$ cat src/logic/wdog_pkg.sv
// Constants shared by the counter array watchdog design
package wdog_pkg;
	// Register byte offsets on the AXI4-Lite bus
	localparam logic [7:0] CTRL_OFS = 8'h00;
	localparam logic [7:0] MODE_OFS = 8'h04;
	localparam logic [7:0] CNT_LO_OFS = 8'h08;
	localparam logic [7:0] CNT_HI_OFS = 8'h0c;
	localparam logic [7:0] CH5_MODE_OFS = 8'h10;
	localparam logic [7:0] WD_OFFSET_OFS = 8'h14;
	localparam logic [7:0] WD_CMP_OFS = 8'h18;
	// Control register field positions
	localparam int CTRL_OVF_BIT = 7;
	localparam int CTRL_RUN_BIT = 6;
	localparam int CTRL_CH5_BIT = 5;
	// Mode register field positions
	localparam int MODE_IDLE_BIT = 7;
	localparam int MODE_ON_BIT = 6;
	localparam int MODE_LOCK_BIT = 5;
	localparam int MODE_SEL_LSB = 1;
	// Channel mode fields and the forced software timer mode
	localparam int CH5_ECOM_BIT = 6;
	localparam int CH5_MAT_BIT = 3;
	localparam logic [7:0] SW_TIMER_MODE = 8'h48;
	// Counter clock selections
	localparam logic [2:0] SEL_DIV12 = 3'h0;
	localparam logic [2:0] SEL_DIV4 = 3'h1;
	localparam logic [2:0] SEL_TIMER = 3'h2;
	localparam logic [2:0] SEL_SYSCLK = 3'h3;
	localparam logic [2:0] SEL_EXT_PIN = 3'h4;
	// Divider ratios of the system clock
	localparam int DIV_SLOW = 12;
	localparam int DIV_FAST = 4;
	// Values after reset
	localparam logic [7:0] BYTE_RESET = 8'h00;
	localparam logic [15:0] CNT_RESET = 16'h0000;
	localparam logic [2:0] SEL_RESET = SEL_DIV12;
	localparam logic ON_RESET = 1'b1;
	// AXI response codes
	localparam logic [1:0] RESP_OKAY = 2'h0;
	localparam logic [1:0] RESP_SLVERR = 2'h2;
endpackage

$ cat src/logic/tick_divider.sv
// Divides the system clock into a one-cycle enable pulse
`timescale 1ns/100ps
module tick_divider #(
	parameter int DIV = 12
) (
	// Clock and reset
	input wire logic clk_sys_in,
	input wire logic rst_in,
	// Enable pulse, once every DIV cycles
	output logic tick_out
);
	localparam int W = $clog2(DIV);
	localparam logic [W-1:0] LAST = W'(DIV - 1);

	logic [W-1:0] count_r; // Cycles since last pulse

	// Free running modulo counter
	always_ff @(posedge clk_sys_in) begin
		if (rst_in) begin
			count_r <= '0;
			tick_out <= 1'b0;
		end else begin
			tick_out <= (count_r == LAST);
			count_r <= (count_r == LAST) ? '0 : count_r + W'(1);
		end
	end
endmodule

$ cat src/logic/counter_array_watchdog.sv
// Counter array with channel five acting as a watchdog, AXI4-Lite slave
`timescale 1ns/100ps
module counter_array_watchdog
	import wdog_pkg::*;
#(
	parameter int ADDR_W = 8
) (
	// Clock and reset
	input wire logic clk_sys_in,
	input wire logic rst_in,
	// Processor and clock sources
	input wire logic idle_mode_in,
	input wire logic timer_overflow_in,
	input wire logic ext_clock_pin_in,
	// Write address channel
	input wire logic axi_awvalid_in,
	output logic axi_awready_out,
	input wire logic [ADDR_W-1:0] axi_awaddr_in,
	// Write data channel
	input wire logic axi_wvalid_in,
	output logic axi_wready_out,
	input wire logic [31:0] axi_wdata_in,
	input wire logic [3:0] axi_wstrb_in,
	// Write response channel
	output logic axi_bvalid_out,
	input wire logic axi_bready_in,
	output logic [1:0] axi_bresp_out,
	// Read address channel
	input wire logic axi_arvalid_in,
	output logic axi_arready_out,
	input wire logic [ADDR_W-1:0] axi_araddr_in,
	// Read data channel
	output logic axi_rvalid_out,
	input wire logic axi_rready_in,
	output logic [31:0] axi_rdata_out,
	output logic [1:0] axi_rresp_out,
	// System reset request
	output logic wdt_reset_out
);
	// Bus state
	logic aw_have_r; // Write address latched
	logic w_have_r; // Write data latched
	logic [7:0] aw_addr_r; // Latched write address
	logic [7:0] w_byte_r; // Latched write data byte
	logic w_strb_r; // Low byte lane enabled
	// Block state
	logic [15:0] cnt_r; // Shared array counter
	logic ovf_flag_r; // 16-bit overflow flag
	logic run_bit_r; // Software run setting
	logic ch5_flag_r; // Channel five event flag
	logic on_bit_r; // Watchdog enable bit
	logic lock_bit_r; // Watchdog lock bit
	logic idle_bit_r; // Idle suspend setting
	logic [2:0] clk_sel_r; // Counter clock selection
	logic [7:0] ch5_mode_r; // Channel five mode as written
	logic [7:0] offset_r; // Watchdog offset byte
	logic [7:0] cmp_r; // Watchdog compare high byte
	// Pin synchroniser and edge detect
	logic pin_s1_r;
	logic pin_s2_r;
	logic pin_s3_r;
	// Combinational terms
	logic div12_tick;
	logic div4_tick;
	logic sel_tick;
	logic wdt_en;
	logic cnt_adv;
	logic low_ovf;
	logic wr_do;
	logic wr_ok;
	logic [7:0] wr_addr;
	logic [7:0] wr_data;
	logic force_rst;
	logic timeout_rst;
	logic [7:0] ch5_mode_eff;
	logic ch5_match;
	logic [7:0] rd_byte;
	logic rd_hit;

	// Prescalers for the two divided system clock rates
	tick_divider #(.DIV(DIV_SLOW)) u_div12 (
		.clk_sys_in(clk_sys_in),
		.rst_in(rst_in),
		.tick_out(div12_tick)
	);
	tick_divider #(.DIV(DIV_FAST)) u_div4 (
		.clk_sys_in(clk_sys_in),
		.rst_in(rst_in),
		.tick_out(div4_tick)
	);

	// External clock pin: two flops, then edge detect on the second
	always_ff @(posedge clk_sys_in) begin
		if (rst_in) begin
			pin_s1_r <= 1'b0;
			pin_s2_r <= 1'b0;
			pin_s3_r <= 1'b0;
		end else begin
			pin_s1_r <= ext_clock_pin_in;
			pin_s2_r <= pin_s1_r;
			pin_s3_r <= pin_s2_r;
		end
	end

	// Either bit enables; lock makes clearing the enable bit useless
	assign wdt_en = on_bit_r | lock_bit_r;

	// Counter clock source selection
	always_comb begin
		case (clk_sel_r)
			SEL_DIV12: sel_tick = div12_tick;
			SEL_DIV4: sel_tick = div4_tick;
			SEL_TIMER: sel_tick = timer_overflow_in;
			SEL_SYSCLK: sel_tick = 1'b1;
			SEL_EXT_PIN: sel_tick = pin_s2_r & ~pin_s3_r;
			default: sel_tick = div12_tick;
		endcase
	end

	// Counting: forced on by the watchdog, paused in idle if asked
	assign cnt_adv = sel_tick & (run_bit_r | wdt_en)
		& ~(idle_bit_r & idle_mode_in);
	assign low_ovf = cnt_adv & (cnt_r[7:0] == 8'hff);

	// Channel five mode is overridden while the watchdog runs
	assign ch5_mode_eff = wdt_en ? SW_TIMER_MODE : ch5_mode_r;
	assign ch5_match = cnt_adv & ch5_mode_eff[CH5_ECOM_BIT]
		& ch5_mode_eff[CH5_MAT_BIT] & (cnt_r == {cmp_r, offset_r});

	// Write decode: one write performed when address and data are in
	assign wr_do = aw_have_r & w_have_r & ~axi_bvalid_out;
	assign wr_addr = aw_addr_r;
	assign wr_data = w_byte_r;
	assign wr_ok = wr_do & w_strb_r;

	// Reset sources
	assign force_rst = wr_ok & (wr_addr == CTRL_OFS) & wdt_en
		& wr_data[CTRL_CH5_BIT];
	assign timeout_rst = wdt_en & low_ovf
		& (cnt_r[15:8] == cmp_r);

	// Reset request pulse, never two cycles long
	always_ff @(posedge clk_sys_in) begin
		if (rst_in) begin
			wdt_reset_out <= 1'b0;
		end else begin
			wdt_reset_out <= ~wdt_reset_out
				& (timeout_rst | force_rst);
		end
	end

	// Shared counter; software writes are blocked under the watchdog
	always_ff @(posedge clk_sys_in) begin
		if (rst_in) begin
			cnt_r <= CNT_RESET;
		end else if (cnt_adv) begin
			cnt_r <= cnt_r + 16'h0001;
		end else if (wr_ok && !wdt_en) begin
			if (wr_addr == CNT_LO_OFS) begin
				cnt_r[7:0] <= wr_data;
			end else if (wr_addr == CNT_HI_OFS) begin
				cnt_r[15:8] <= wr_data;
			end
		end
	end

	// Control register; hardware set wins over software clear
	always_ff @(posedge clk_sys_in) begin
		if (rst_in) begin
			ovf_flag_r <= 1'b0;
			run_bit_r <= 1'b0;
			ch5_flag_r <= 1'b0;
		end else if (wr_ok && wr_addr == CTRL_OFS) begin
			ovf_flag_r <= wr_data[CTRL_OVF_BIT] | (cnt_adv & &cnt_r);
			run_bit_r <= wr_data[CTRL_RUN_BIT];
			ch5_flag_r <= wr_data[CTRL_CH5_BIT] | ch5_match;
		end else begin
			ovf_flag_r <= ovf_flag_r | (cnt_adv & &cnt_r);
			ch5_flag_r <= ch5_flag_r | ch5_match;
		end
	end

	// Mode register; source and idle frozen while enabled
	always_ff @(posedge clk_sys_in) begin
		if (rst_in) begin
			on_bit_r <= ON_RESET;
			lock_bit_r <= 1'b0;
			idle_bit_r <= 1'b0;
			clk_sel_r <= SEL_RESET;
		end else if (wr_ok && wr_addr == MODE_OFS) begin
			on_bit_r <= wr_data[MODE_ON_BIT];
			// Lock only clears through reset
			lock_bit_r <= lock_bit_r | wr_data[MODE_LOCK_BIT];
			if (!wdt_en) begin
				idle_bit_r <= wr_data[MODE_IDLE_BIT];
				clk_sel_r <= wr_data[MODE_SEL_LSB +: 3];
			end
		end
	end

	// Channel five mode, offset and compare bytes
	always_ff @(posedge clk_sys_in) begin
		if (rst_in) begin
			ch5_mode_r <= BYTE_RESET;
			offset_r <= BYTE_RESET;
			cmp_r <= BYTE_RESET;
		end else if (wr_ok) begin
			if (wr_addr == CH5_MODE_OFS && !wdt_en) begin
				ch5_mode_r <= wr_data;
			end
			if (wr_addr == WD_OFFSET_OFS) begin
				offset_r <= wr_data;
			end
			// Refresh: written value is ignored under the watchdog
			if (wr_addr == WD_CMP_OFS) begin
				cmp_r <= wdt_en ? 8'(cnt_r[15:8] + offset_r)
					: wr_data;
			end
		end
	end

	// Write channels: accept address and data in either order
	always_ff @(posedge clk_sys_in) begin
		if (rst_in) begin
			aw_have_r <= 1'b0;
			w_have_r <= 1'b0;
			aw_addr_r <= 8'h00;
			w_byte_r <= 8'h00;
			w_strb_r <= 1'b0;
			axi_awready_out <= 1'b0;
			axi_wready_out <= 1'b0;
			axi_bvalid_out <= 1'b0;
			axi_bresp_out <= RESP_OKAY;
		end else begin
			if (axi_awvalid_in && axi_awready_out) begin
				aw_have_r <= 1'b1;
				aw_addr_r <= 8'(axi_awaddr_in);
			end else if (wr_do) begin
				aw_have_r <= 1'b0;
			end
			if (axi_wvalid_in && axi_wready_out) begin
				w_have_r <= 1'b1;
				w_byte_r <= axi_wdata_in[7:0];
				w_strb_r <= axi_wstrb_in[0];
			end else if (wr_do) begin
				w_have_r <= 1'b0;
			end
			// Ready only while the holding slot is free
			axi_awready_out <= ~(axi_awvalid_in & axi_awready_out)
				& ~(aw_have_r & ~wr_do);
			axi_wready_out <= ~(axi_wvalid_in & axi_wready_out)
				& ~(w_have_r & ~wr_do);
			if (wr_do) begin
				axi_bvalid_out <= 1'b1;
				axi_bresp_out <= (wr_addr[1:0] == 2'b00
					&& wr_addr <= WD_CMP_OFS) ? RESP_OKAY : RESP_SLVERR;
			end else if (axi_bready_in) begin
				axi_bvalid_out <= 1'b0;
			end
		end
	end

	// Read mux; run bit shows only what software set
	always_comb begin
		rd_hit = 1'b1;
		case (8'(axi_araddr_in))
			CTRL_OFS: rd_byte = {ovf_flag_r, run_bit_r, ch5_flag_r,
				5'h00};
			MODE_OFS: rd_byte = {idle_bit_r, on_bit_r, lock_bit_r, 1'b0,
				clk_sel_r, 1'b0};
			CNT_LO_OFS: rd_byte = cnt_r[7:0];
			CNT_HI_OFS: rd_byte = cnt_r[15:8];
			CH5_MODE_OFS: rd_byte = ch5_mode_r;
			WD_OFFSET_OFS: rd_byte = offset_r;
			WD_CMP_OFS: rd_byte = cmp_r;
			default: begin
				rd_byte = 8'h00;
				rd_hit = 1'b0;
			end
		endcase
	end

	// Read channels: answer one cycle after the address is taken
	always_ff @(posedge clk_sys_in) begin
		if (rst_in) begin
			axi_arready_out <= 1'b0;
			axi_rvalid_out <= 1'b0;
			axi_rdata_out <= 32'h00000000;
			axi_rresp_out <= RESP_OKAY;
		end else if (axi_arvalid_in && axi_arready_out) begin
			axi_arready_out <= 1'b0;
			axi_rvalid_out <= 1'b1;
			axi_rdata_out <= {24'h000000, rd_byte};
			axi_rresp_out <= rd_hit ? RESP_OKAY : RESP_SLVERR;
		end else if (axi_rvalid_out) begin
			if (axi_rready_in) begin
				axi_rvalid_out <= 1'b0;
				axi_arready_out <= 1'b1;
			end
		end else begin
			axi_arready_out <= 1'b1;
		end
	end

	// Checks on the watchdog behaviour
	enabled_at_reset_a: assert property (
		@(posedge clk_sys_in) rst_in |=> on_bit_r && wdt_en)
		else $error("watchdog not enabled after reset");
	forced_run_a: assert property (
		@(posedge clk_sys_in) disable iff (rst_in)
		(wdt_en && sel_tick && !(idle_bit_r && idle_mode_in))
		|=> cnt_r == $past(cnt_r) + 16'h0001)
		else $error("counter did not advance under watchdog");
	counter_frozen_a: assert property (
		@(posedge clk_sys_in) disable iff (rst_in)
		(wdt_en && !cnt_adv) |=> $stable(cnt_r))
		else $error("counter changed by write under watchdog");
	source_frozen_a: assert property (
		@(posedge clk_sys_in) disable iff (rst_in)
		wdt_en |=> $stable(clk_sel_r) && $stable(idle_bit_r))
		else $error("clock select or idle bit changed");
	mode5_locked_a: assert property (
		@(posedge clk_sys_in) disable iff (rst_in)
		wdt_en |=> $stable(ch5_mode_r))
		else $error("channel five mode changed under watchdog");
	refresh_load_a: assert property (
		@(posedge clk_sys_in) disable iff (rst_in)
		(wr_ok && wr_addr == WD_CMP_OFS && wdt_en)
		|=> cmp_r == $past(cnt_r[15:8]) + $past(offset_r))
		else $error("compare byte not reloaded from counter");
	timeout_fire_a: assert property (
		@(posedge clk_sys_in) disable iff (rst_in)
		(wdt_en && low_ovf && cnt_r[15:8] == cmp_r && !wdt_reset_out)
		|=> wdt_reset_out)
		else $error("missed watchdog timeout reset");
	force_fire_a: assert property (
		@(posedge clk_sys_in) disable iff (rst_in)
		(force_rst && !wdt_reset_out) |=> wdt_reset_out)
		else $error("forced reset not raised");
	lock_holds_a: assert property (
		@(posedge clk_sys_in) disable iff (rst_in)
		lock_bit_r |=> lock_bit_r && wdt_en)
		else $error("locked watchdog was disabled");
	pause_idle_a: assert property (
		@(posedge clk_sys_in) disable iff (rst_in)
		(idle_bit_r && idle_mode_in) |=> $stable(cnt_r))
		else $error("counter moved while idle suspended");
	reset_pulse_a: assert property (
		@(posedge clk_sys_in) disable iff (rst_in)
		wdt_reset_out |=> !wdt_reset_out)
		else $error("reset request longer than one cycle");
endmodule

$ cat config.mk
export PLATFORM = sky130hd
export DESIGN_NAME = counter_array_watchdog
export DESIGN_NICKNAME = d
export VERILOG_FILES = /design/src/logic/wdog_pkg.sv /design/src/logic/tick_divider.sv /design/src/logic/counter_array_watchdog.sv
export SDC_FILE = /design/constraint.sdc
export NUM_CORES = 1
export LEC_CHECK = 0
export CAP_MARGIN = 25
export CORE_MARGIN = 3
export CORE_UTILIZATION = 69
export CTS_CLUSTER_SIZE = 16
export DETAILED_ROUTE_END_ITERATION = 10
export DONT_BUFFER_PORTS = 1
export PLACE_DENSITY_LB_ADDON = 0.3
export SLEW_MARGIN = 40
export SYNTH_ARGS = -nofsm -noshare
export SYNTH_HDL_FRONTEND = slang
export SYNTH_HIERARCHICAL = 1
export SYNTH_SLANG_ARGS = --single-unit
$ cat constraint.sdc
create_clock -name clk_sys_in -period 3.3 [get_ports clk_sys_in]
set_input_delay 0.33 -clock clk_sys_in [delete_from_list [all_inputs] [get_ports clk_sys_in]]
set_output_delay 0.33 -clock clk_sys_in [all_outputs]
set_load 0.02 [all_outputs]
==> results of run 1 <==
## power breakdown
part           total, W  internal (W)  switching [W]
registers       0.00121       0.00117      0.0000433
logic          0.000109     0.0000372      0.0000715
clock network  0.000756      0.000307       0.000449
## state kept, by name (all words and copies together), names as in the netlist, 2 cells and up
name and flops:
u_div4/count_r 2, aw_addr_r 8, offset_r 8, cmp_r 8
axi_rdata_out 8, u_div12/count_r 4, cnt_r 16, clk_sel_r 3
w_byte_r 8, ch5_mode_r 8
## logic make-up (layout without fill, tap and decap cells)
group | Yosys count | in the layout
XOR/XNOR | 19 | 19
AND/OR/NAND/NOR | 243 | 243
AO/OA/AOI/OAI | 158 | 158
flip-flops | 95 | 95
multiplexers | 36 | 36
other | 1 | 26
adder cells (fa/ha/maj) | 11 | 11
buffers and inverters | 64 | 29
## metrics by stage
stage               instance area [um^2]  instances  power [W]  hold slack [ns]
finish                              5415        716   0.002079          0.01144
global route                        5415        716   0.002146        0.0008614
CTS                                 5395        714   0.002075         0.008776
detailed placement                  5205        698   0.001345           0.4052
global placement                    5205        698   0.001339           0.4044
floorplan                           5379        652   0.001363           0.3958
## routing by layer
layer  track usage, %  wire length, um  vias up
met4            15.87              528        0
met3            6.114             1402       49
li1                 -                -     2202
met2            51.40             6314      271
met5                0                0        -
met1            42.15             5517     2227
## synth_stat cells (all sizes together) (4+ instances only)
| cell type | count | share of area (%) |
|---|---|---|
| a211oi | 5 | 0.71 |
| a21o | 7 | 0.99 |
| a21oi | 51 | 4.8 |
| a221oi | 7 | 1.2 |
| a22oi | 5 | 0.71 |
| a31oi | 7 | 0.83 |
| and2 | 7 | 0.83 |
| buf | 39 | 4.9 |
| clkbuf | 17 | 1.2 |
| dfxtp | 95 | 36 |
| ha | 10 | 2.4 |
| inv | 8 | 0.57 |
| mux2 | 12 | 2.6 |
| mux2i | 23 | 4.4 |
| nand2 | 74 | 5.3 |
| nand2b | 9 | 1.1 |
| nand3 | 34 | 3.3 |
| nand4 | 6 | 0.83 |
| nor2 | 44 | 3.1 |
| nor2b | 14 | 1.7 |
| nor3 | 20 | 2.9 |
| nor3b | 4 | 0.66 |
| nor4 | 7 | 1.1 |
| o211ai | 7 | 0.99 |
| o21a | 5 | 0.71 |
| o21ai | 33 | 3.2 |
| xnor2 | 17 | 2.8 |
## repair_timing
| action | in CTS | in global routing |
|---|---|---|
| hold endpoints to repair | 0 | 1 |
| buffers inserted | 0 | 0 |
| hold buffers | 0 | 2 |
## path summary, 6_finish.rpt
check                     from           endpoint  depth (start not counted)
max                   cnt_r[0]          cnt_r[14]                          6
min                     rst_in       clk_sel_r[2]                          1
max reg2reg           cnt_r[0]          cnt_r[14]                          6
min reg2reg  u_div4/count_r[0]  u_div4/count_r[0]                          1
## final cells by class
class / count / area share (%)
multi-input cells: 493 / 57.74
well taps: 99 / 2.287
clock inverters: 6 / 0.9704
repair buffers: 5 / 0.7856
inverters: 8 / 0.5545
clock buffers: 10 / 2.542
flip-flops and latches: 95 / 35.12
==> results.rst, run 1 <==
.. list-table::
   :header-rows: 1

   * - Metric
     - Value
   * - Largest stage delay, worst path
     - a little under 0.6 ns
   * - Height of the die
     - roughly 94 um
   * - Clock transition at the registers of the reported paths
     - roughly 0.10 ns
   * - Drt total wl
     - between 10000 and 15000 um
   * - Slew at the pin closest to its max-slew limit
     - 0.7082 ns
   * - Synth warnings
     - 6
   * - Basic-gate share of the synthesized area counting and, or, nand and nor cells
     - between 20% and 30%
   * - First-pass GRT wire length
     - 22070 um
   * - Total count of hold-check failures in the final report
     - 0
   * - Maximum clock rate
     - 423.6 MHz
   * - Power density over the cells
     - approximately 380 nW/um^2
   * - CTS buffer count
     - 9
   * - Number of instances in the synthesized netlist
     - 627
   * - Post-synthesis area per instance
     - 8.429 um^2
   * - N_diodes
     - 0
   * - Setup WS post-layout
     - between 0.9 and 1 ns
   * - Number of enable-type register cells in the synthesized netlist
     - 0
   * - Most common library cell in the layout ignoring fill and taps
     - sky130_fd_sc_hd__dfxtp_1
   * - Startpoint class of the critical path
     - flip-flop
   * - Final count of pins violating max slew
     - 0
   * - Layout fillers
     - roughly 560
   * - Required time at the worst-slack endpoint
     - ~3.6 ns
   * - Predominant post-synthesis flop cell
     - sky130_fd_sc_hd__dfxtp_1
   * - Most frequent cells in the layout
     - sky130_fd_sc_hd__dfxtp_1, sky130_fd_sc_hd__nand2_1, sky130_fd_sc_hd__a21oi_1
   * - Post-route antenna net violation count
     - 0
   * - Die area
     - approximately 8700 um^2
   * - Nets
     - slightly below 700
   * - Synthesized flop and latch total
     - 95
   * - Avg WL per Cell
     - ~19 um
   * - Worst IR drop on VDD
     - between 0.3 and 0.4 mV
   * - Antenna violations before repair
     - 0
   * - Adder and majority cell fraction of the synthesized area
     - 2.746%
   * - Proportion of synthesized chip area in sequential cells
     - a little over a third
   * - Rel. slew slack
     - a little over half
   * - Largest family of logic cells by synthesized area
     - simple AND/OR/NAND/NOR gates
   * - Routability cong.
     - between 0.9 and 1
   * - Critical path data arrival time
     - 2.67 ns
   * - Post-Route Setup TNS
     - 0 ns
   * - Final standard cell utilization of the core
     - 73.87%
   * - Top fanout value on the critical path
     - 6
   * - Status
     - finished clean
   * - DRC violation total after the first TritonRoute iteration
     - 593
   * - RSZ-0062 raised after global routing
     - no
   * - CTS Sinks
     - 95
   * - Vias/cell
     - about 6.6
   * - Root Driver
     - sky130_fd_sc_hd__clkbuf_8
   * - Async set-or-reset flop fraction in the synthesized netlist
     - 0%
   * - Multiplexer share of the synthesized area
     - about 7.3%
   * - Horizontal die dimension
     - ~94 um
   * - Area grow syn2layout
     - 2.462%
   * - Endpoint type of the worst setup path
     - flip-flop
   * - Pin count of the biggest net entering global routing
     - 82
   * - Critical path start-end classification
     - reg -> reg
   * - R2R Setup Slk
     - roughly 0.94 ns
   * - Number of global-route vias before repair
     - around 4500
   * - Number of remaining DRC errors
     - 0
   * - Estimated wirelength of the detail-placed design
     - 9729 um
   * - Distinct cells, synth
     - 74
   * - Post-CTS Resized
     - 0
   * - TritonCTS clock tree
     - built
   * - CTS H-tree lvls
     - 3
   * - Final Critical Period
     - 2.361 ns
   * - Clock Tree Buf Depth
     - 2
   * - Initial standard-cell utilization of the core
     - around 72%
   * - Setup Skew
     - between 0.01 and 0.015 ns
   * - Sequential cell area
     - roughly 1900 um^2
   * - Total vias in the final route
     - 4749
   * - Ports
     - 104
   * - Class of the worst hold path
     - in -> reg
   * - Max-cap violation count
     - 0
   * - Share of the clock period used by the worst path
     - slightly above 70%
   * - Cell-by-cell listing of the critical path
     - ha_1, nand3_1, nor3_1, o211ai_1, or3_1, a31oi_1
   * - Total global routing overflow
     - 0
   * - Core area
     - approximately 7300 um^2
   * - CP top delay family
     - simple AND/OR/NAND/NOR gates
   * - Total standard cell area after synthesis
     - about 5300 um^2
   * - Number of rows created at floorplan
     - 31
   * - Static leakage power
     - 1.846 nW
   * - Setup violators final
     - 0
   * - Xor/xnor share of the synthesized area
     - roughly 3.1%
   * - Area occupied by multi-input gates
     - between 3000 and 4000 um^2
   * - Placement-stage worst setup slack
     - 1.021 ns
   * - Clock network latency to the later pin of the worst-skew pair
     - 0.37 ns
   * - Worst-path cell with the longest stage delay
     - sky130_fd_sc_hd__nor3_1
   * - Fraction of layout instances using a drive strength above 1
     - 9.238%
   * - Critical path buffer and inverter count
     - 0
   * - Number of detailed-routing iterations run before antenna repair
     - 5
   * - Overall routing resource usage
     - between 30% and 40%
   * - Compound-gate portion of the synthesized area
     - about a fifth
   * - Port Buffers
     - 0
Note: power is estimated with default switching activity, not from simulation.
==> run 2: changes to the inputs <==
ABC_AREA = 1   (was default)
CORE_UTILIZATION = 58   (was 69)
clock period = 2 ns   (was 3.3 ns; I/O delays follow)
==> results.rst, run 2 <==
.. list-table::
   :header-rows: 1

   * - Metric
     - Value
   * - R2R Setup Slk
     - ~0.28 ns
   * - Root Driver
     - sky130_fd_sc_hd__clkbuf_8
   * - Status
     - finished clean
   * - Post-synthesis area per instance
     - between 6 and 7 um^2
   * - Top post-synthesis cells by count
     - sky130_fd_sc_hd__nand2_1, sky130_fd_sc_hd__inv_1, sky130_fd_sc_hd__dfxtp_1
   * - Ports
     - approximately 100
   * - Critical path start-end classification
     - reg -> reg
   * - Clock Tree Buf Depth
     - 2
   * - Total global routing overflow
     - 0
   * - Reg-to-reg startpoint
     - axi_bvalid_out
   * - TritonCTS clock tree
     - built
   * - Power density over the cells
     - roughly 600 nW/um^2
   * - Routability cong.
     - around 0.98
   * - Vias/cell
     - 5.403
   * - Most frequent cells in the layout
     - sky130_fd_sc_hd__nand2_1, sky130_fd_sc_hd__inv_1, sky130_fd_sc_hd__dfxtp_1
   * - CTS Sinks
     - 95
   * - R2R Path End
     - cmp_r[5]
   * - Critical path data arrival time
     - around 2 ns
   * - First-pass GRT wire length
     - between 20000 and 25000 um
   * - Biggest area consumer among synthesized cells
     - sky130_fd_sc_hd__dfxtp_1
   * - Dpl cells
     - approximately 930
   * - Fraction of synthesized cell area taken by the top area cell type
     - about a third
   * - Rel. slew slack
     - 59.62%
   * - Pin count of the biggest net entering global routing
     - between 50 and 60
   * - Proportion of synthesized chip area in sequential cells
     - approximately a third
   * - Share of the clock period used by the worst path
     - 85.94%
   * - Total count of hold-check failures in the final report
     - 0
   * - Predominant post-synthesis flop cell
     - sky130_fd_sc_hd__dfxtp_1
   * - Most common library cell in the layout ignoring fill and taps
     - sky130_fd_sc_hd__nand2_1
   * - DRC violation total after the first TritonRoute iteration
     - between 400 and 500
   * - CTS H-tree lvls
     - 3
   * - Synth warnings
     - 6
   * - Final Critical Period
     - roughly 1.7 ns
   * - Number of detailed-routing iterations run before antenna repair
     - 6
   * - Distinct cells, synth
     - around 50
   * - Worst setup path start
     - axi_bvalid_out
   * - Top fanout value on the critical path
     - 11
   * - Number of enable-type register cells in the synthesized netlist
     - 0
   * - N_diodes
     - 0
   * - Static leakage power
     - between 2 and 3 nW
   * - Setup Skew
     - about 0.013 ns
   * - Estimated wirelength of the detail-placed design
     - 10790 um
   * - Required time at the worst-slack endpoint
     - between 2 and 2.5 ns
   * - Post-Route Setup TNS
     - 0 ns
   * - Port Buffers
     - 0
   * - CTS buffer count
     - 9
   * - Area contributors post-synth
     - sky130_fd_sc_hd__dfxtp_1, sky130_fd_sc_hd__nand2_1, sky130_fd_sc_hd__nand3_1
   * - Die area
     - 10900 um^2
   * - Number of global-route vias before repair
     - 4825
   * - Most common cell in the netlist
     - sky130_fd_sc_hd__nand2_1
   * - Max-cap violation count
     - 0
   * - Final Hold Slack
     - approximately 0.0042 ns
   * - RSZ-0062 raised after global routing
     - no
   * - Max reg flops
     - 16
   * - Clock transition at the registers of the reported paths
     - 0.10 ns
   * - Maximum clock rate
     - between 500 and 600 MHz
   * - Endpoint type of the worst setup path
     - flip-flop
   * - Layout fillers
     - a little under 900
   * - Setup violators final
     - 0
   * - Total vias in the final route
     - just over 5000
   * - Nets
     - between 800 and 900
   * - Area grow syn2layout
     - 4.744%
   * - Post-route insts no fill
     - roughly 950
   * - Avg WL per Cell
     - between 15 and 20 um
   * - Worst IR drop on VDD
     - between 0.4 and 0.5 mV
   * - Clock network latency to the later pin of the worst-skew pair
     - between 0.3 and 0.4 ns
   * - Overall routing resource usage
     - a little over a quarter
   * - Horizontal die dimension
     - 104.4 um
   * - Core area
     - about 9300 um^2
   * - Post-route antenna net violation count
     - 0
   * - Total standard cell area after synthesis
     - 5618 um^2
   * - Final standard cell utilization of the core
     - a little over three fifths
   * - Fraction of layout instances using a drive strength above 1
     - between 10% and 20%
   * - Initial standard-cell utilization of the core
     - between 60% and 70%
   * - Number of instances in the synthesized netlist
     - between 800 and 900
   * - Number of rows created at floorplan
     - 35
   * - Largest register by flop count
     - cnt_r
   * - Number of remaining DRC errors
     - 0
   * - Startpoint class of the critical path
     - flip-flop
   * - Antenna violations before repair
     - 0
   * - Class of the worst hold path
     - in -> reg
   * - Synthesized flop and latch total
     - 95
   * - Slew at the pin closest to its max-slew limit
     - 0.6049 ns
   * - Post-CTS setup-driven buffer insertion count
     - 0
   * - Drt total wl
     - 14560 um
   * - Async set-or-reset flop fraction in the synthesized netlist
     - 0%
   * - Termination of the worst setup path
     - cmp_r[5]
   * - Height of the die
     - approximately 100 um
   * - Post-CTS Resized
     - 0
   * - Cell count of the worst reg-to-reg path
     - 8
   * - Final count of pins violating max slew
     - 0
[run 2: worst min path at each step]
stage                     start         endpoint  slack (ns)  cells after the start
2_1_floorplan            rst_in  u_div4/tick_out        0.27                      1
6_report       axi_awaddr_in[5]     aw_addr_r[5]       0.004                      2
4_1_cts         axi_wstrb_in[0]         w_strb_r      0.0007                      2
3_5_place_dp             rst_in         cmp_r[6]        0.27                      1
3_3_place_gp             rst_in         cmp_r[7]        0.27                      1
5_1_grt        axi_awaddr_in[5]     aw_addr_r[5]      0.0002                      2
[run 2: kinds of logic after synthesis]
kind of cell             count (synthesis)  share of synthesized area (%)
AND/OR/NAND/NOR                        386                          32.45
buffers and inverters                  163                          13.81
AO/OA/AOI/OAI                          127                          12.72
flip-flops                              95                          33.85
XOR/XNOR                                29                          4.521
adder cells (fa/ha/maj)                 11                          2.584
other                                    1                        0.06675
[run 2: worst max-delay path, cell delays in order (launching register included)]
cell                       delay [ns]
sky130_fd_sc_hd__dfxtp_1         0.40
sky130_fd_sc_hd__inv_1           0.16
sky130_fd_sc_hd__nand4_4         0.14
sky130_fd_sc_hd__clkinv_2        0.13
sky130_fd_sc_hd__nand3b_4        0.10
sky130_fd_sc_hd__nor2_2          0.37
sky130_fd_sc_hd__nand3_1         0.17
sky130_fd_sc_hd__nand2_1         0.11
sky130_fd_sc_hd__inv_1           0.04
[run 2: cell type report]
cell class                 instances  area [um^2]  area share (%)
clock buffer                      10        137.6           2.339
multi-input combinational        579         3034           51.56
sequential                        95         1902           32.32
clock inverter                     6        63.81           1.084
timing repair buffer              23        180.2           3.062
inverter                         107        405.4           6.889
tap                              129        161.4           2.743
[run 2: where the power goes]
group / leakage [nW] / internal (W) / switching [W]
Clock: 0.0993 / 0.000519 / 0.000748
Combinational: 1.77 / 0.0000684 / 0.000190
Sequential: 0.771 / 0.00194 / 0.0000774
Total: 2.64 / 0.00253 / 0.00101
[run 2: routing by layer]
metal	GRT usage [%]	share of wire [%]	up-vias
met5	0	0	-
met4	9.307	3.1	0
li1	-	-	2539
met2	44.60	44	250
met1	36.69	42	2300
met3	4.904	10	38
[run 2: metrics by stage]
stage | total power, W | area, um^2 | setup WS (ns)
6_report | 0.003543 | 5884 | 0.2813
5_1_grt | 0.003683 | 5884 | 0.1350
4_1_cts | 0.003561 | 5889 | 0.1146
3_5_place_dp | 0.002302 | 5638 | 0.3390
3_3_place_gp | 0.002288 | 5638 | 0.3609
2_1_floorplan | 0.002286 | 5712 | 0.3550
[run 2: what timing repair did]
item | 4_1_cts | 5_1_grt
hold buffers | 5 | 0
hold endpoints to repair | 27 | 0
endpoints found under the setup margin | 0 | 0
==> run 3: changes to the inputs <==
CORE_UTILIZATION = 35   (was 58)
SLEW_MARGIN = 5   (was 40)
==> results.rst, run 3 (same netlist as run 2, synthesis figures left out) <==
.. list-table::
   :header-rows: 1

   * - Metric
     - Value
   * - Most frequent cells in the layout
     - sky130_fd_sc_hd__nand2_1, sky130_fd_sc_hd__inv_1, sky130_fd_sc_hd__dfxtp_1
   * - Fraction of layout instances using a drive strength above 1
     - 12.71%
   * - RSZ-0062 raised after global routing
     - no
   * - Number of rows created at floorplan
     - 45
   * - Critical path start-end classification
     - reg -> reg
   * - Max reg flops
     - 16
   * - Max-cap violation count
     - 0
   * - Estimated wirelength of the detail-placed design
     - around 12000 um
   * - Total vias in the final route
     - a little over 5000
   * - Static leakage power
     - 2.729 nW
   * - Required time at the worst-slack endpoint
     - 2.29 ns
   * - Power density over the cells
     - between 600 and 700 nW/um^2
   * - Core area
     - between 15000 and 20000 um^2
   * - Number of detailed-routing iterations run before antenna repair
     - 5
   * - Top fanout value on the critical path
     - 6
   * - Overall routing resource usage
     - between 15 and 20%
   * - Setup violators final
     - 0
   * - Die area
     - approximately 18000 um^2
   * - Share of the clock period used by the worst path
     - a little under nine tenths
   * - Clock power frac
     - ~44%
   * - Proportion of power drawn by combinational gates
     - under 10%
   * - Area grow syn2layout
     - 9.354%
   * - Slew at the pin closest to its max-slew limit
     - roughly 0.60 ns
   * - Startpoint class of the critical path
     - flip-flop
   * - Setup Skew
     - between 0.008 and 0.009 ns
   * - Antenna violations before repair
     - 0
   * - Final count of pins violating max slew
     - 0
   * - Final Critical Period
     - 1.701 ns
   * - Rel. slew slack
     - around 60%
   * - R2R Path End
     - cnt_r[7]
   * - Horizontal die dimension
     - 132.7 um
   * - Status
     - finished clean
   * - Cell count of the worst reg-to-reg path
     - 9
   * - Worst IR drop on VDD
     - 0.8865 mV
   * - Clock Tree Buf Depth
     - 2
   * - Nets
     - 894
   * - Ports
     - 104
   * - Total count of hold-check failures in the final report
     - 0
   * - Total global routing overflow
     - 0
   * - Critical path data arrival time
     - about 2.0 ns
   * - Clock network latency to the later pin of the worst-skew pair
     - ~0.35 ns
   * - Worst setup path start
     - axi_bvalid_out
   * - Post-route antenna net violation count
     - 0
   * - CTS buffer count
     - 9
   * - CTS H-tree lvls
     - 3
   * - Number of remaining DRC errors
     - 0
   * - Reg-to-reg startpoint
     - axi_bvalid_out
   * - Height of the die
     - around 130 um
   * - N_diodes
     - 0
   * - Clock transition at the registers of the reported paths
     - roughly 0.07 ns
   * - First-pass GRT wire length
     - about 24000 um
   * - Total internal power
     - around 0.003 W
   * - Post-CTS setup-driven buffer insertion count
     - 0
   * - Avg WL per Cell
     - 14.77 um
   * - Routability cong.
     - just under 0.9
   * - Post-Route Setup TNS
     - 0 ns
   * - Hold path cells
     - 3
   * - Cell-by-cell listing of the critical path
     - inv_1, nand4_4, clkinv_2, nand2_4, nor2_2, nand3_1, nand3_1, nand2_1, inv_1
   * - Sw power
     - 0.001075 W
   * - DRC violation total after the first TritonRoute iteration
     - approximately 360
   * - Vias/cell
     - slightly below 5
   * - Largest stage delay, worst path
     - ~0.39 ns
   * - Port Buffers
     - 0
   * - Design area
     - between 6000 and 7000 um^2
   * - Initial standard-cell utilization of the core
     - around 36%
   * - Termination of the worst setup path
     - cnt_r[7]
   * - Number of global-route vias before repair
     - between 4000 and 5000
   * - Class of the worst hold path
     - in -> reg
   * - Root Driver
     - sky130_fd_sc_hd__clkbuf_16
   * - Post-Place Cell Area
     - between 5000 and 6000 um^2
   * - Largest register by flop count
     - cnt_r
   * - R2R Setup Slk
     - roughly 0.30 ns
   * - Most common library cell in the layout ignoring fill and taps
     - sky130_fd_sc_hd__nand2_1
   * - CTS Sinks
     - between 90 and 100
   * - Pin count of the biggest net entering global routing
     - 34
   * - Switching share of power
     - 26.36%
   * - Maximum clock rate
     - 587.9 MHz
   * - Endpoint type of the worst setup path
     - flip-flop
   * - Reg power frac
     - roughly 50%
   * - Layout fillers
     - ~1600
   * - Worst-path cell with the longest stage delay
     - sky130_fd_sc_hd__dfxtp_1
   * - TritonCTS clock tree
     - built
   * - Drt total wl
     - around 15000 um
==> run 3: changes by cell type in the layout (fill, tap and decap cells not counted), moves of 2 or more <==
cell | previous run | this run
sky130_fd_sc_hd__clkbuf_16 | 0 | 9
sky130_fd_sc_hd__clkinv_2 | 1 | 3
sky130_fd_sc_hd__clkbuf_8 | 10 | 0
sky130_fd_sc_hd__buf_4 | 18 | 25
==> run 3: how the worst min path moves through the flow <==
stage / start / to / slack, ns
after floorplan: rst_in / u_div4/tick_out / 0.27
after global routing: axi_bready_in / axi_bvalid_out / 0.02
after global placement: rst_in / cmp_r[6] / 0.27
after CTS: rst_in / u_div4/count_r[0] / 0.001
after detailed placement: rst_in / cmp_r[6] / 0.27
final: rst_in / u_div4/count_r[0] / 0.01
==> run 3: critical path, delay by kind of cell, from the launching register on <==
family | cells | cell delay [ns]
buffers and inverters | 3 | 0.36
and+or+nand+nor | 6 | 0.89
DFF | 1 | 0.39
==> run 3: cell type report <==
| cell class | count | area, um^2 | area share (%) |
|---|---|---|---|
| well taps | 211 | 264.0 | 4.297 |
| clock buffers | 9 | 225.2 | 3.666 |
| inverters | 107 | 405.4 | 6.599 |
| repair buffers | 29 | 232.7 | 3.788 |
| clock inverters | 7 | 80.08 | 1.303 |
| flip-flops and latches | 95 | 1902 | 30.96 |
| multi-input cells | 579 | 3034 | 49.39 |
==> run 3: per-layer routing <==
layer,share of wire (%),global-route usage (%),vias up
li1,-,-,2557
met1,45,22.91,2262
met2,44,27.06,185
met3,8.6,5.779,28
met4,2.6,6.120,0
met5,0,0,-
==> run 3: through the flow <==
step                power (W)  hold slack, ns  worst slack, ns  utilization [%]  std cells
floorplan            0.002286          0.2712           0.3550                -        837
global placement     0.002303          0.2701           0.3630            37.55       1017
detailed placement   0.002307          0.2698           0.3519            37.55       1017
CTS                  0.004116        0.001463           0.3241            39.72       1036
global route         0.004231         0.01672           0.1439            39.82       1037
finish               0.004078         0.01183           0.2990            39.82       1037
==> run 3: power by group through the flow <==
stage                     Combinational [W]  Clock (W)  Sequential (W)
after global routing               0.000294    0.00191         0.00202
after floorplan                    0.000252          0         0.00203
final                              0.000260    0.00180         0.00202
after CTS                          0.000258    0.00184         0.00202
after global placement             0.000240          0         0.00206
after detailed placement           0.000243          0         0.00206
==> run 3: timing repair <==
action | CTS | global route
hold buffers | 3 | 0
gates resized for setup | 0 | 0
hold endpoints to repair | 23 | 0
